--- config.mk ---
export PLATFORM = sky130hd
export DESIGN_NAME = splo_regs
export DESIGN_NICKNAME = d
export VERILOG_FILES = /design/src/rtl/splo_pkg.sv /design/src/rtl/splo_regs.sv
export SDC_FILE = /design/constraint.sdc
export NUM_CORES = 1
export LEC_CHECK = 0
export BUFFER_PORTS_ARGS = -buffer_cell sky130_fd_sc_hd__buf_2
export CAP_MARGIN = 20
export CORE_MARGIN = 2
export CORE_UTILIZATION = 49
export DETAILED_ROUTE_END_ITERATION = 10
export PLACE_DENSITY_LB_ADDON = 0.2
export SYNTH_ARGS = -nofsm -noshare
export SYNTH_HDL_FRONTEND = slang
export SYNTH_SLANG_ARGS = --single-unit
--- constraint.sdc ---
create_clock -name sys_clk -period 4.8 [get_ports sys_clk]
set_clock_uncertainty 0.2 [all_clocks]
set_input_delay 0.48 -clock sys_clk [delete_from_list [all_inputs] [get_ports sys_clk]]
set_output_delay 0.48 -clock sys_clk [all_outputs]
set_load 0.02 [all_outputs]
--- src/rtl/splo_pkg.sv ---
// Package: register map, field layout and reset values of the output-stage control bank
package splo_pkg;
  // ----------------------------------------
  // Register indices and bus address width
  // ----------------------------------------
  localparam logic [7:0] SPLO_IDX_MIXER = 8'h07;
  localparam logic [7:0] SPLO_IDX_ANTIPOP = 8'h08;
  localparam logic [7:0] SPLO_IDX_BOOST = 8'h09;
  localparam logic [7:0] SPLO_IDX_SPKMODE = 8'h0a;
  localparam logic [7:0] SPLO_IDX_POWER = 8'h0b;
  localparam logic [7:0] SPLO_IDX_IRQ_STAT = 8'h10;
  localparam logic [7:0] SPLO_IDX_IRQ_MASK = 8'h11;
  localparam int SPLO_ADDR_W = 10;

  // ----------------------------------------
  // Field positions
  // ----------------------------------------
  localparam int SPLO_MIX_IN1_EN = 0;
  localparam int SPLO_MIX_IN1_ATT = 1;
  localparam int SPLO_MIX_IN2_EN = 2;
  localparam int SPLO_MIX_IN2_ATT = 3;
  localparam int SPLO_MIX_CONV_SEL = 4;
  localparam int SPLO_AP_CLAMP = 0;
  localparam int SPLO_AP_RSEL = 1;
  localparam int SPLO_AP_DISCH = 2;
  localparam int SPLO_BST_AC_LSB = 0;
  localparam int SPLO_BST_DC_LSB = 3;
  localparam int SPLO_SM_GUARD_B = 3;
  localparam int SPLO_SM_GUARD_A = 4;
  localparam int SPLO_SM_CLASS = 6;
  localparam int SPLO_PM_CONV = 0;
  localparam int SPLO_PM_SPK = 1;
  localparam int SPLO_PM_AMP = 2;
  localparam int SPLO_PM_LINE = 4;
  localparam int SPLO_PM_TEMP = 6;
  localparam int SPLO_PM_SENSE = 7;
  localparam int SPLO_PM_TSHUT = 8;
  localparam int SPLO_IRQ_OVERTEMP = 0;
  localparam int SPLO_IRQ_TEMP_CLEAR = 1;

  // ----------------------------------------
  // Reset values and masks
  // ----------------------------------------
  localparam logic [2:0] SPLO_BOOST_RST = 3'h3;
  localparam logic [2:0] SPLO_BOOST_MAX = 3'h5;
  localparam logic [15:0] SPLO_MIXER_WMASK = 16'h001f;
  localparam logic [15:0] SPLO_ANTIPOP_WMASK = 16'h0007;
  localparam logic [15:0] SPLO_SPKMODE_WMASK = 16'h0058;
  localparam logic [15:0] SPLO_POWER_WMASK = 16'h0197;
  localparam logic [15:0] SPLO_SPKMODE_RST = 16'h0018;
  localparam logic [15:0] SPLO_POWER_RST = 16'h0180;
  localparam logic [1:0] SPLO_RESP_OKAY = 2'h0;
  localparam logic [1:0] SPLO_RESP_SLVERR = 2'h2;

  // ----------------------------------------
  // Controls presented to the analogue stage
  // ----------------------------------------
  typedef struct packed {
    logic       input_one_path_en;
    logic       input_two_path_en;
    logic       input_one_atten;
    logic       input_two_atten;
    logic       converter_path_sel;
    logic       line_output_discharge;
    logic       line_clamp_active;
    logic       line_clamp_resistance_sel;
    logic [2:0] speaker_dc_boost;
    logic [2:0] speaker_ac_boost;
    logic       speaker_class_sel;
    logic       speaker_pop_guard_a;
    logic       speaker_pop_guard_b;
    logic       line_output_en;
    logic       speaker_amp_en;
    logic       speaker_output_en;
    logic       converter_en;
    logic       thermal_sensor_en;
  } splo_ctrl_t;
endpackage

--- src/rtl/splo_regs.sv ---
// Output-stage control register bank behind an AXI4-Lite slave
//
// Design decision made here: the AXI4-Lite interface to the registers.
`timescale 1ns/10ps
module splo_regs
  import splo_pkg::*;
(
  input  wire logic                   sys_clk,
  input  wire logic                   rstn,
  input  wire logic [SPLO_ADDR_W-1:0] s_axi_awaddr,
  input  wire logic                   s_axi_awvalid,
  output logic                        s_axi_awready,
  input  wire logic [31:0]            s_axi_wdata,
  input  wire logic [3:0]             s_axi_wstrb,
  input  wire logic                   s_axi_wvalid,
  output logic                        s_axi_wready,
  output logic [1:0]                  s_axi_bresp,
  output logic                        s_axi_bvalid,
  input  wire logic                   s_axi_bready,
  input  wire logic [SPLO_ADDR_W-1:0] s_axi_araddr,
  input  wire logic                   s_axi_arvalid,
  output logic                        s_axi_arready,
  output logic [31:0]                 s_axi_rdata,
  output logic [1:0]                  s_axi_rresp,
  output logic                        s_axi_rvalid,
  input  wire logic                   s_axi_rready,
  input  wire logic                   over_temp_pin,
  output splo_ctrl_t                  ctrl,
  output logic                        irq
);

  // ----------------------------------------
  // Storage
  // ----------------------------------------
  logic [15:0] mixer_reg;
  logic [15:0] antipop_reg;
  logic [2:0]  dc_boost;
  logic [2:0]  ac_boost;
  logic [15:0] spkmode_reg;
  logic [15:0] power_reg;
  logic [1:0]  irq_stat;
  logic [1:0]  irq_mask;
  logic        ot_meta;
  logic        ot_sync;
  logic        temp_exceeded;
  logic        temp_prev;

  // ----------------------------------------
  // Write channel
  // ----------------------------------------
  logic                   aw_held;
  logic                   w_held;
  logic [SPLO_ADDR_W-1:0] aw_addr;
  logic [31:0]            w_data;
  logic [3:0]             w_strb;
  logic                   wr_fire;
  logic [7:0]             wr_idx;
  logic [15:0]            wr_bits;
  logic                   wr_hit;

  assign s_axi_awready = !aw_held && !s_axi_bvalid;
  assign s_axi_wready  = !w_held && !s_axi_bvalid;
  assign wr_fire       = aw_held && w_held && !s_axi_bvalid;
  assign wr_idx        = aw_addr[SPLO_ADDR_W-1:2];

  // Only the low two byte lanes carry register bits
  always_comb begin
    wr_bits = w_data[15:0];
    wr_hit = (wr_idx == SPLO_IDX_MIXER) || (wr_idx == SPLO_IDX_ANTIPOP) || (wr_idx == SPLO_IDX_BOOST) ||
             (wr_idx == SPLO_IDX_SPKMODE) || (wr_idx == SPLO_IDX_POWER) ||
             (wr_idx == SPLO_IDX_IRQ_STAT) || (wr_idx == SPLO_IDX_IRQ_MASK);
  end

  function automatic logic [15:0] merge(input logic [15:0] old, input logic [15:0] nw, input logic [3:0] strb,
                                        input logic [15:0] wmask);
    logic [15:0] lane;
    lane = {{8{strb[1]}}, {8{strb[0]}}} & wmask;
    return (old & ~lane) | (nw & lane);
  endfunction

  // Address and data may come in either order; each is parked until both are in
  always_ff @(posedge sys_clk) begin
    if (!rstn) begin
      aw_held <= 1'b0;
      aw_addr <= '0;
    end else if (wr_fire) begin
      aw_held <= 1'b0;
    end else if (s_axi_awvalid && s_axi_awready) begin
      aw_held <= 1'b1;
      aw_addr <= s_axi_awaddr;
    end
  end

  always_ff @(posedge sys_clk) begin
    if (!rstn) begin
      w_held <= 1'b0;
      w_data <= 32'h0000_0000;
      w_strb <= 4'h0;
    end else if (wr_fire) begin
      w_held <= 1'b0;
    end else if (s_axi_wvalid && s_axi_wready) begin
      w_held <= 1'b1;
      w_data <= s_axi_wdata;
      w_strb <= s_axi_wstrb;
    end
  end

  always_ff @(posedge sys_clk) begin
    if (!rstn) begin
      s_axi_bvalid <= 1'b0;
      s_axi_bresp  <= SPLO_RESP_OKAY;
    end else if (wr_fire) begin
      s_axi_bvalid <= 1'b1;
      s_axi_bresp  <= wr_hit ? SPLO_RESP_OKAY : SPLO_RESP_SLVERR;
    end else if (s_axi_bvalid && s_axi_bready) begin
      s_axi_bvalid <= 1'b0;
    end
  end

  // ----------------------------------------
  // Control registers
  // ----------------------------------------
  always_ff @(posedge sys_clk) begin
    if (!rstn) begin
      mixer_reg   <= 16'h0000;
      antipop_reg <= 16'h0000;
      spkmode_reg <= SPLO_SPKMODE_RST;
      power_reg   <= SPLO_POWER_RST;
    end else if (wr_fire) begin
      case (wr_idx)
        SPLO_IDX_MIXER: begin
          mixer_reg <= merge(mixer_reg, wr_bits, w_strb, SPLO_MIXER_WMASK);
        end
        SPLO_IDX_ANTIPOP: begin
          antipop_reg <= merge(antipop_reg, wr_bits, w_strb, SPLO_ANTIPOP_WMASK);
        end
        SPLO_IDX_SPKMODE: begin
          spkmode_reg <= merge(spkmode_reg, wr_bits, w_strb, SPLO_SPKMODE_WMASK);
        end
        SPLO_IDX_POWER: begin
          // Status bit is outside the write mask
          power_reg <= merge(power_reg, wr_bits, w_strb, SPLO_POWER_WMASK);
        end
        default: begin
        end
      endcase
    end
  end

  // Reserved boost codes are held off: a write of 110 or 111 leaves the field as it was
  always_ff @(posedge sys_clk) begin
    if (!rstn) begin
      dc_boost <= SPLO_BOOST_RST;
      ac_boost <= SPLO_BOOST_RST;
    end else if (wr_fire && wr_idx == SPLO_IDX_BOOST && w_strb[0]) begin
      if (wr_bits[SPLO_BST_DC_LSB +: 3] <= SPLO_BOOST_MAX) begin
        dc_boost <= wr_bits[SPLO_BST_DC_LSB +: 3];
      end
      if (wr_bits[SPLO_BST_AC_LSB +: 3] <= SPLO_BOOST_MAX) begin
        ac_boost <= wr_bits[SPLO_BST_AC_LSB +: 3];
      end
    end
  end

  // ----------------------------------------
  // Temperature sensing and events
  // ----------------------------------------
  // The pin is asynchronous: two flops before anything reads it
  always_ff @(posedge sys_clk) begin
    if (!rstn) begin
      ot_meta <= 1'b0;
      ot_sync <= 1'b0;
    end else begin
      ot_meta <= over_temp_pin;
      ot_sync <= ot_meta;
    end
  end

  always_ff @(posedge sys_clk) begin
    if (!rstn) begin
      temp_exceeded <= 1'b0;
      temp_prev     <= 1'b0;
    end else begin
      // Sensor off means no reading can be trusted
      temp_exceeded <= ot_sync && power_reg[SPLO_PM_SENSE];
      temp_prev     <= temp_exceeded;
    end
  end

  logic       rd_stat;
  logic [1:0] irq_event;
  assign irq_event[SPLO_IRQ_OVERTEMP]   = temp_exceeded && !temp_prev;
  assign irq_event[SPLO_IRQ_TEMP_CLEAR] = !temp_exceeded && temp_prev;

  // Set wins over the read-clear in the same cycle
  always_ff @(posedge sys_clk) begin
    if (!rstn) begin
      irq_stat <= 2'h0;
    end else begin
      irq_stat <= (rd_stat ? 2'h0 : irq_stat) | irq_event;
    end
  end

  // Mask takes lane 0 only; writes to the status register are ignored
  always_ff @(posedge sys_clk) begin
    if (!rstn) begin
      irq_mask <= 2'h0;
    end else if (wr_fire && wr_idx == SPLO_IDX_IRQ_MASK && w_strb[0]) begin
      irq_mask <= wr_bits[1:0];
    end
  end

  assign irq = |(irq_stat & irq_mask);

  // ----------------------------------------
  // Read channel
  // ----------------------------------------
  logic [7:0]  rd_idx;
  logic [15:0] rd_val;
  logic        rd_hit;

  assign s_axi_arready = !s_axi_rvalid;
  assign rd_idx        = s_axi_araddr[SPLO_ADDR_W-1:2];
  // Status clears on acceptance; a slow rready cannot swallow a later set
  assign rd_stat       = s_axi_arvalid && s_axi_arready && rd_idx == SPLO_IDX_IRQ_STAT;

  always_comb begin
    rd_val = 16'h0000;
    rd_hit = 1'b1;
    case (rd_idx)
      SPLO_IDX_MIXER:    rd_val = mixer_reg;
      SPLO_IDX_ANTIPOP:  rd_val = antipop_reg;
      SPLO_IDX_BOOST:    rd_val = {10'h000, dc_boost, ac_boost};
      SPLO_IDX_SPKMODE:  rd_val = spkmode_reg;
      SPLO_IDX_POWER: begin
        rd_val = power_reg;
        rd_val[SPLO_PM_TEMP] = temp_exceeded;
      end
      SPLO_IDX_IRQ_STAT: rd_val = {14'h0, irq_stat};
      SPLO_IDX_IRQ_MASK: rd_val = {14'h0, irq_mask};
      default:           rd_hit = 1'b0;
    endcase
  end

  always_ff @(posedge sys_clk) begin
    if (!rstn) begin
      s_axi_rvalid <= 1'b0;
      s_axi_rdata  <= 32'h0000_0000;
      s_axi_rresp  <= SPLO_RESP_OKAY;
    end else if (s_axi_arvalid && s_axi_arready) begin
      s_axi_rvalid <= 1'b1;
      s_axi_rdata  <= {16'h0000, rd_val};
      s_axi_rresp  <= rd_hit ? SPLO_RESP_OKAY : SPLO_RESP_SLVERR;
    end else if (s_axi_rvalid && s_axi_rready) begin
      s_axi_rvalid <= 1'b0;
    end
  end

  // ----------------------------------------
  // Analogue controls, registered
  // ----------------------------------------
  logic shutdown;
  logic clamp_on;
  assign shutdown = power_reg[SPLO_PM_TSHUT] && temp_exceeded;
  // Clamp only while line output is off; buffer enable is software's duty
  assign clamp_on = antipop_reg[SPLO_AP_CLAMP] && !power_reg[SPLO_PM_LINE];

  always_ff @(posedge sys_clk) begin
    if (!rstn) begin
      ctrl <= '0;
      ctrl.speaker_dc_boost    <= SPLO_BOOST_RST;
      ctrl.speaker_ac_boost    <= SPLO_BOOST_RST;
      ctrl.speaker_pop_guard_a <= 1'b1;
      ctrl.speaker_pop_guard_b <= 1'b1;
      ctrl.thermal_sensor_en   <= 1'b1;
    end else begin
      ctrl.input_one_path_en  <= mixer_reg[SPLO_MIX_IN1_EN];
      ctrl.input_two_path_en  <= mixer_reg[SPLO_MIX_IN2_EN];
      ctrl.input_one_atten    <= mixer_reg[SPLO_MIX_IN1_ATT];
      ctrl.input_two_atten    <= mixer_reg[SPLO_MIX_IN2_ATT];
      ctrl.converter_path_sel <= mixer_reg[SPLO_MIX_CONV_SEL];
      ctrl.line_output_discharge <= antipop_reg[SPLO_AP_DISCH];
      ctrl.line_clamp_active         <= clamp_on;
      ctrl.line_clamp_resistance_sel <= antipop_reg[SPLO_AP_RSEL] && clamp_on;
      ctrl.speaker_dc_boost  <= dc_boost;
      ctrl.speaker_ac_boost  <= ac_boost;
      ctrl.speaker_class_sel <= spkmode_reg[SPLO_SM_CLASS];
      if (!spkmode_reg[SPLO_SM_CLASS]) begin
        // Class D: guards follow the output enable
        ctrl.speaker_pop_guard_a <= !power_reg[SPLO_PM_SPK];
        ctrl.speaker_pop_guard_b <= !power_reg[SPLO_PM_SPK];
      end else begin
        ctrl.speaker_pop_guard_a <= spkmode_reg[SPLO_SM_GUARD_A];
        ctrl.speaker_pop_guard_b <= spkmode_reg[SPLO_SM_GUARD_B];
      end
      ctrl.line_output_en    <= power_reg[SPLO_PM_LINE] && !shutdown;
      ctrl.speaker_amp_en    <= power_reg[SPLO_PM_AMP] && !shutdown;
      ctrl.speaker_output_en <= power_reg[SPLO_PM_SPK] && !shutdown;
      ctrl.converter_en      <= power_reg[SPLO_PM_CONV];
      ctrl.thermal_sensor_en <= power_reg[SPLO_PM_SENSE];
    end
  end

endmodule

Word level (Yosys, flattened, before mapping)
Cells that the tools add are included.
- $lt $le $gt $ge: 2
- equal/unequal tests: 14
- multiplexer cells: 10
- bitwise operators: 20
- reduce and logical (&&, ||, !) cells: 51
- operators by type and width (cell ; number):
    $pmux 16 s7 ; 1
    $and 16x16->16 ; 4
    $eq 8x4->1 const B ; 8
    $or 16x16->16 ; 4
    $eq 8x5->1 const B ; 4
    $logic_and 1x1->1 ; 23
    $and 16x3->16 ; 1
    $and 16x5->16 ; 1
    $and 16x7->16 ; 1
    $and 16x9->16 ; 1
    $eq 8x3->1 const B ; 2
    $not 3->16 ; 1
    $not 5->16 ; 1
    $not 7->16 ; 1
    $not 9->16 ; 1
    $reduce_and 2->1 ; 8
    $logic_not 1->1 ; 9
    $mux 2 ; 4
    $reduce_or 7->1 ; 1
    $le 3x3->1 const B ; 2
    $logic_or 1x1->1 ; 6
    $mux 1 ; 5
    $reduce_bool 2->1 ; 2
    $reduce_or 2->1 ; 2
    other kinds (3) ; 4
- register bits: 152
- bits of input ports: 64
- logic and storage cells: 137

Longest topological paths before layout
- depth after elaboration: 8
- mapped depth: 5

Least setup slack after synthesis
No wires, ideal clock.
- path type: input to register
- from: input s_axi_araddr[3]
- to: register irq_stat[0]
- setup time: 0.115 ns
- arrival time: 1.618 ns
- required time: 4.485 ns
- slack: 2.867 ns
- cell stages on the path: 4
- path buffers: 0
- path through: or4b_4 -> or4_4 -> a21oi_1 -> nor2b_1
- longest elaborated chain between the ends: 4
- ends and longest elaborated chain (what ; line ; text):
    start, declared ; splo_regs.sv:20 ; input wire logic [SPLO_ADDR_W-1:0] s_axi_araddr,
    $eq 8x5->1 ; splo_regs.sv:225 ; assign rd_stat = s_axi_arvalid && s_axi_arready && rd_idx == SPLO_IDX_IRQ_STAT;
    $logic_and 1x1->1 ; splo_regs.sv:225 ;
    $mux 2 ; splo_regs.sv:200 ; irq_stat <= (rd_stat ? 2'h0 : irq_stat) | irq_event;
    $or 2x2->2 ; splo_regs.sv:200 ;
    end signal, assigned ; splo_regs.sv:200 ;
    end, declared ; splo_regs.sv:41 ; logic [1:0] irq_stat;
No other way between the ends.
A chain may end at the register's enable or synchronous reset.

Final worst setup path
- from: register aw_addr[6]
- to: register ac_boost[0]
- longest elaborated chain between the ends: 4
- ends and longest elaborated chain (what ; line ; text):
    start, declared ; splo_regs.sv:53 ; logic [SPLO_ADDR_W-1:0] aw_addr;
    start signal, assigned ; splo_regs.sv:90 ; aw_addr <= s_axi_awaddr;
    $eq 8x4->1 ; splo_regs.sv:155 ; end else if (wr_fire && wr_idx == SPLO_IDX_BOOST && w_strb[0]) begin
    $logic_and 1x1->1 (2 in series) ; splo_regs.sv:155 ;
    $reduce_and 2->1 (no source line) ; - ;
    end signal, assigned ; splo_regs.sv:160 ; ac_boost <= wr_bits[SPLO_BST_AC_LSB +: 3];
    end, declared ; splo_regs.sv:38 ; logic [2:0] ac_boost;
No other way between the ends.

==> flow_summary.toml <==
[outcome]
outcome = "finished clean"

[worst_setup_path]
worstSetupStartpointType = "flop"
cp_max_fo = 8
reg2reg_depth = 4
r2r_slack_ns = 2.88
crit_path_top_delay_cell = "dfxtp_1"
cp_data_arrival_time_ns = 1.98
worstPathRequired_ns = 4.86
critical_path_class = "flop to flop"
r2r-end = "ac_boost[0]"
critPathMaxStageDelay_ns = 0.37
worstPathCellList = "nor3b_2 > nand4_1 > a21oi_1 > mux2_2"
worstReg2RegStart = "aw_addr[6]"
end_kind = "flop"

[global_routing]
grt.total_usage = 0.1859
antenna_found_initial = 0
grt_max_degree = 58
gr-total-overflow = 0
grt_pass1_vias = 2554
grt_first_pass_wirelength_microns = 12190

[final_layout]
fill_cells = 686
syn_to_final_growth_pct = 15.32
nets = 522
final_cells = 562
antennaDiodeCount = 0
drive_above_1_share = 0.2203

[synthesis]
synth_enable_flop_cells = 0
synthXorXnorAreaFrac = 0
ys_types = 47
synth-seq-cells = 87
synth_area_leaders = "dfxtp_1 48%, mux2i_1 6.8%, nand2_1 6.8%"
ys_seq_area_frac = 0.4761
synth_top_family_by_area = "simple AND/OR/NAND/NOR gates"
yosysWarnings = 0
synth_compound_area_frac = 0.1262
syn-cell-area_sq_um = 3659
async_flop_share = 0
ys.flop_type = "dfxtp_1"
yosysTopAreaCell = "dfxtp_1"
syn_inst = 390
synth_top_area_share = 0.4761
synth_fa_ha_area_frac = 0
synthMuxAreaShare = 0.07763
synth-simple-area-share = 0.2428
synth.avg_cell_area_sq_um = 9.381

[cts]
cts_tree = "done"
cts_made_buffers = 9
cts_setup_buffers = 0
htree_num_levels = 3
cts_root_buf = "clkbuf_8"
clk_latency_ns = 0.36
path_clk_slew_ns = 0.09
clock_path_buffers = 2
holdBufCountCts = 0
post_cts_resized = 0
numClockSinks = 87

[sta]
slew_violations = 0
fmaxAchievable_mhz = 520.6
setup_viol = 0
tns_ns = 0
min_period_ns = 1.921
finalCritPeriodShare = 0.4002
rsz0062_at_grt = "no"
finalHoldViolations = 0
slew_headroom = 0.5904
tightest_slew_ns = 0.6097
layout_setup_ws_ns = 2.879

[power]
power_leakage_nw = 1.819
irDropWorstVdd_mv = 0.1692
power_density_nw_per_um2 = 340.2

[place]
dp.cells = 546
dp_slack_ns = 2.610
dpl.hpwl_microns = 5286
io_buffers = 73
place_congestion = 0.7834

[worst_hold_path]
hold-path-endpoint = "ot_meta"
hold_path.startpoint = "over_temp_pin"
hold_path_class = "primary input to flop"
holdPathStages = 2

[route]
vias = 2762
drc = 0
ant_nets = 0
first_pass_iters = 4
wirelength_microns = 7252
wl_per_cell_microns = 12.90
routed_via_density = 4.915
drtIter0Drc = 145

[floorplanning]
dieHeight_microns = 90.41
die_w_microns = 90.41
dieArea_sq_um = 8174
start_util = 0.5044
core_area_sq_um = 7253
ios = 128
rows = 31

[flow_run]
cap_violations = 0
## logic make-up after synthesis
family          after synthesis
buf+inv                      49
other cells                   1
compound gates               64
mux                          28
flops                        87
simple gates                161
## worst max-delay path: cells and delay by family (launching register included)
| family | cells | cell delay (ns) |
|---|---|---|
| compound gates | 1 | 0.24 |
| flops | 1 | 0.37 |
| mux | 1 | 0.34 |
| simple gates | 2 | 0.67 |
## power breakdown
| group | switching, mW | internal (mW) |
|---|---|---|
| registers | 0.0180 | 0.737 |
| logic | 0.0744 | 0.0422 |
| clock network | 0.253 | 0.311 |
## metal layers
layer / GRT usage / wire [microns] / vias up
li1: - / - / 1421
met1: 0.2450 / 3425 / 1253
met2: 0.2976 / 3363 / 81
met3: 0.05426 / 394 / 7
met4: 0.05256 / 69 / 0
met5: 0 / 0 / -
## cell usage in the layout, fill, tap and decap left out, types with 4 or more instances in the layout
| master | instances |
|---|---|
| nor2_1 | 8 |
| and2_1 | 18 |
| nand3_1 | 6 |
| mux2i_1 | 25 |
| clkbuf_8 | 10 |
| a21oi_1 | 6 |
| nand4b_1 | 5 |
| buf_2 | 73 |
| a21boi_0 | 25 |
| nor2b_1 | 26 |
| nor3_1 | 4 |
| nand2b_1 | 7 |
| nand2_1 | 66 |
| o21ai_0 | 9 |
| inv_1 | 8 |
| dfxtp_1 | 87 |
| a22oi_1 | 5 |
| conb_1 | 25 |
## how the worst max path moves through the flow
stage	end	slack, ns	startpoint	depth (start not counted)
2_1_floorplan	irq_stat[0]	2.87	s_axi_araddr[3]	4
3_3_place_gp	irq_stat[1]	2.61	s_axi_araddr[3]	5
3_5_place_dp	irq_stat[0]	2.61	s_axi_araddr[3]	5
4_1_cts	ac_boost[0]	2.87	aw_addr[4]	4
5_1_grt	ac_boost[0]	2.76	aw_addr[4]	4
6_report	ac_boost[0]	2.88	aw_addr[6]	4
## synthesized netlist by cell type (all sizes together) (2+ instances only)
library cell	n
nor3	6
o21ai	12
o221a	3
nand3	6
a2bb2oi	2
and3	2
dfxtp	87
nor3b	2
clkbuf	15
or3	2
and2	18
or3b	4
a21oi	6
buf	26
nand4	2
o32ai	2
mux2i	25
inv	8
nor2b	26
nand2b	7
mux2	3
a21boi	27
or4	2
nor2	8
a22oi	5
nand4b	5
a22o	2
nand2	66
## final cells by class
class / count / area (sq um) / share of cell area
clock inverter: 4 / 77.57 / 0.01839
timing repair buffer: 74 / 372.9 / 0.08837
inverter: 8 / 30.03 / 0.007117
multi-input combinational: 278 / 1728 / 0.4095
clock buffer: 12 / 145.1 / 0.03440
sequential: 87 / 1742 / 0.4128
tap: 99 / 123.9 / 0.02936
## stage by stage
stage	instance area (sq um)	utilization	power [mW]	hold slack (ns)
after floorplan	3749	-	0.8682	0.2119
after global placement	3996	0.5510	0.8866	0.2284
after detailed placement	3996	0.5510	0.8891	0.2268
after CTS	4219	0.5817	1.449	0.1187
after global routing	4219	0.5817	1.498	0.1180
final	4219	0.5817	1.435	0.1394
Note: power is estimated with default switching activity, not from simulation.
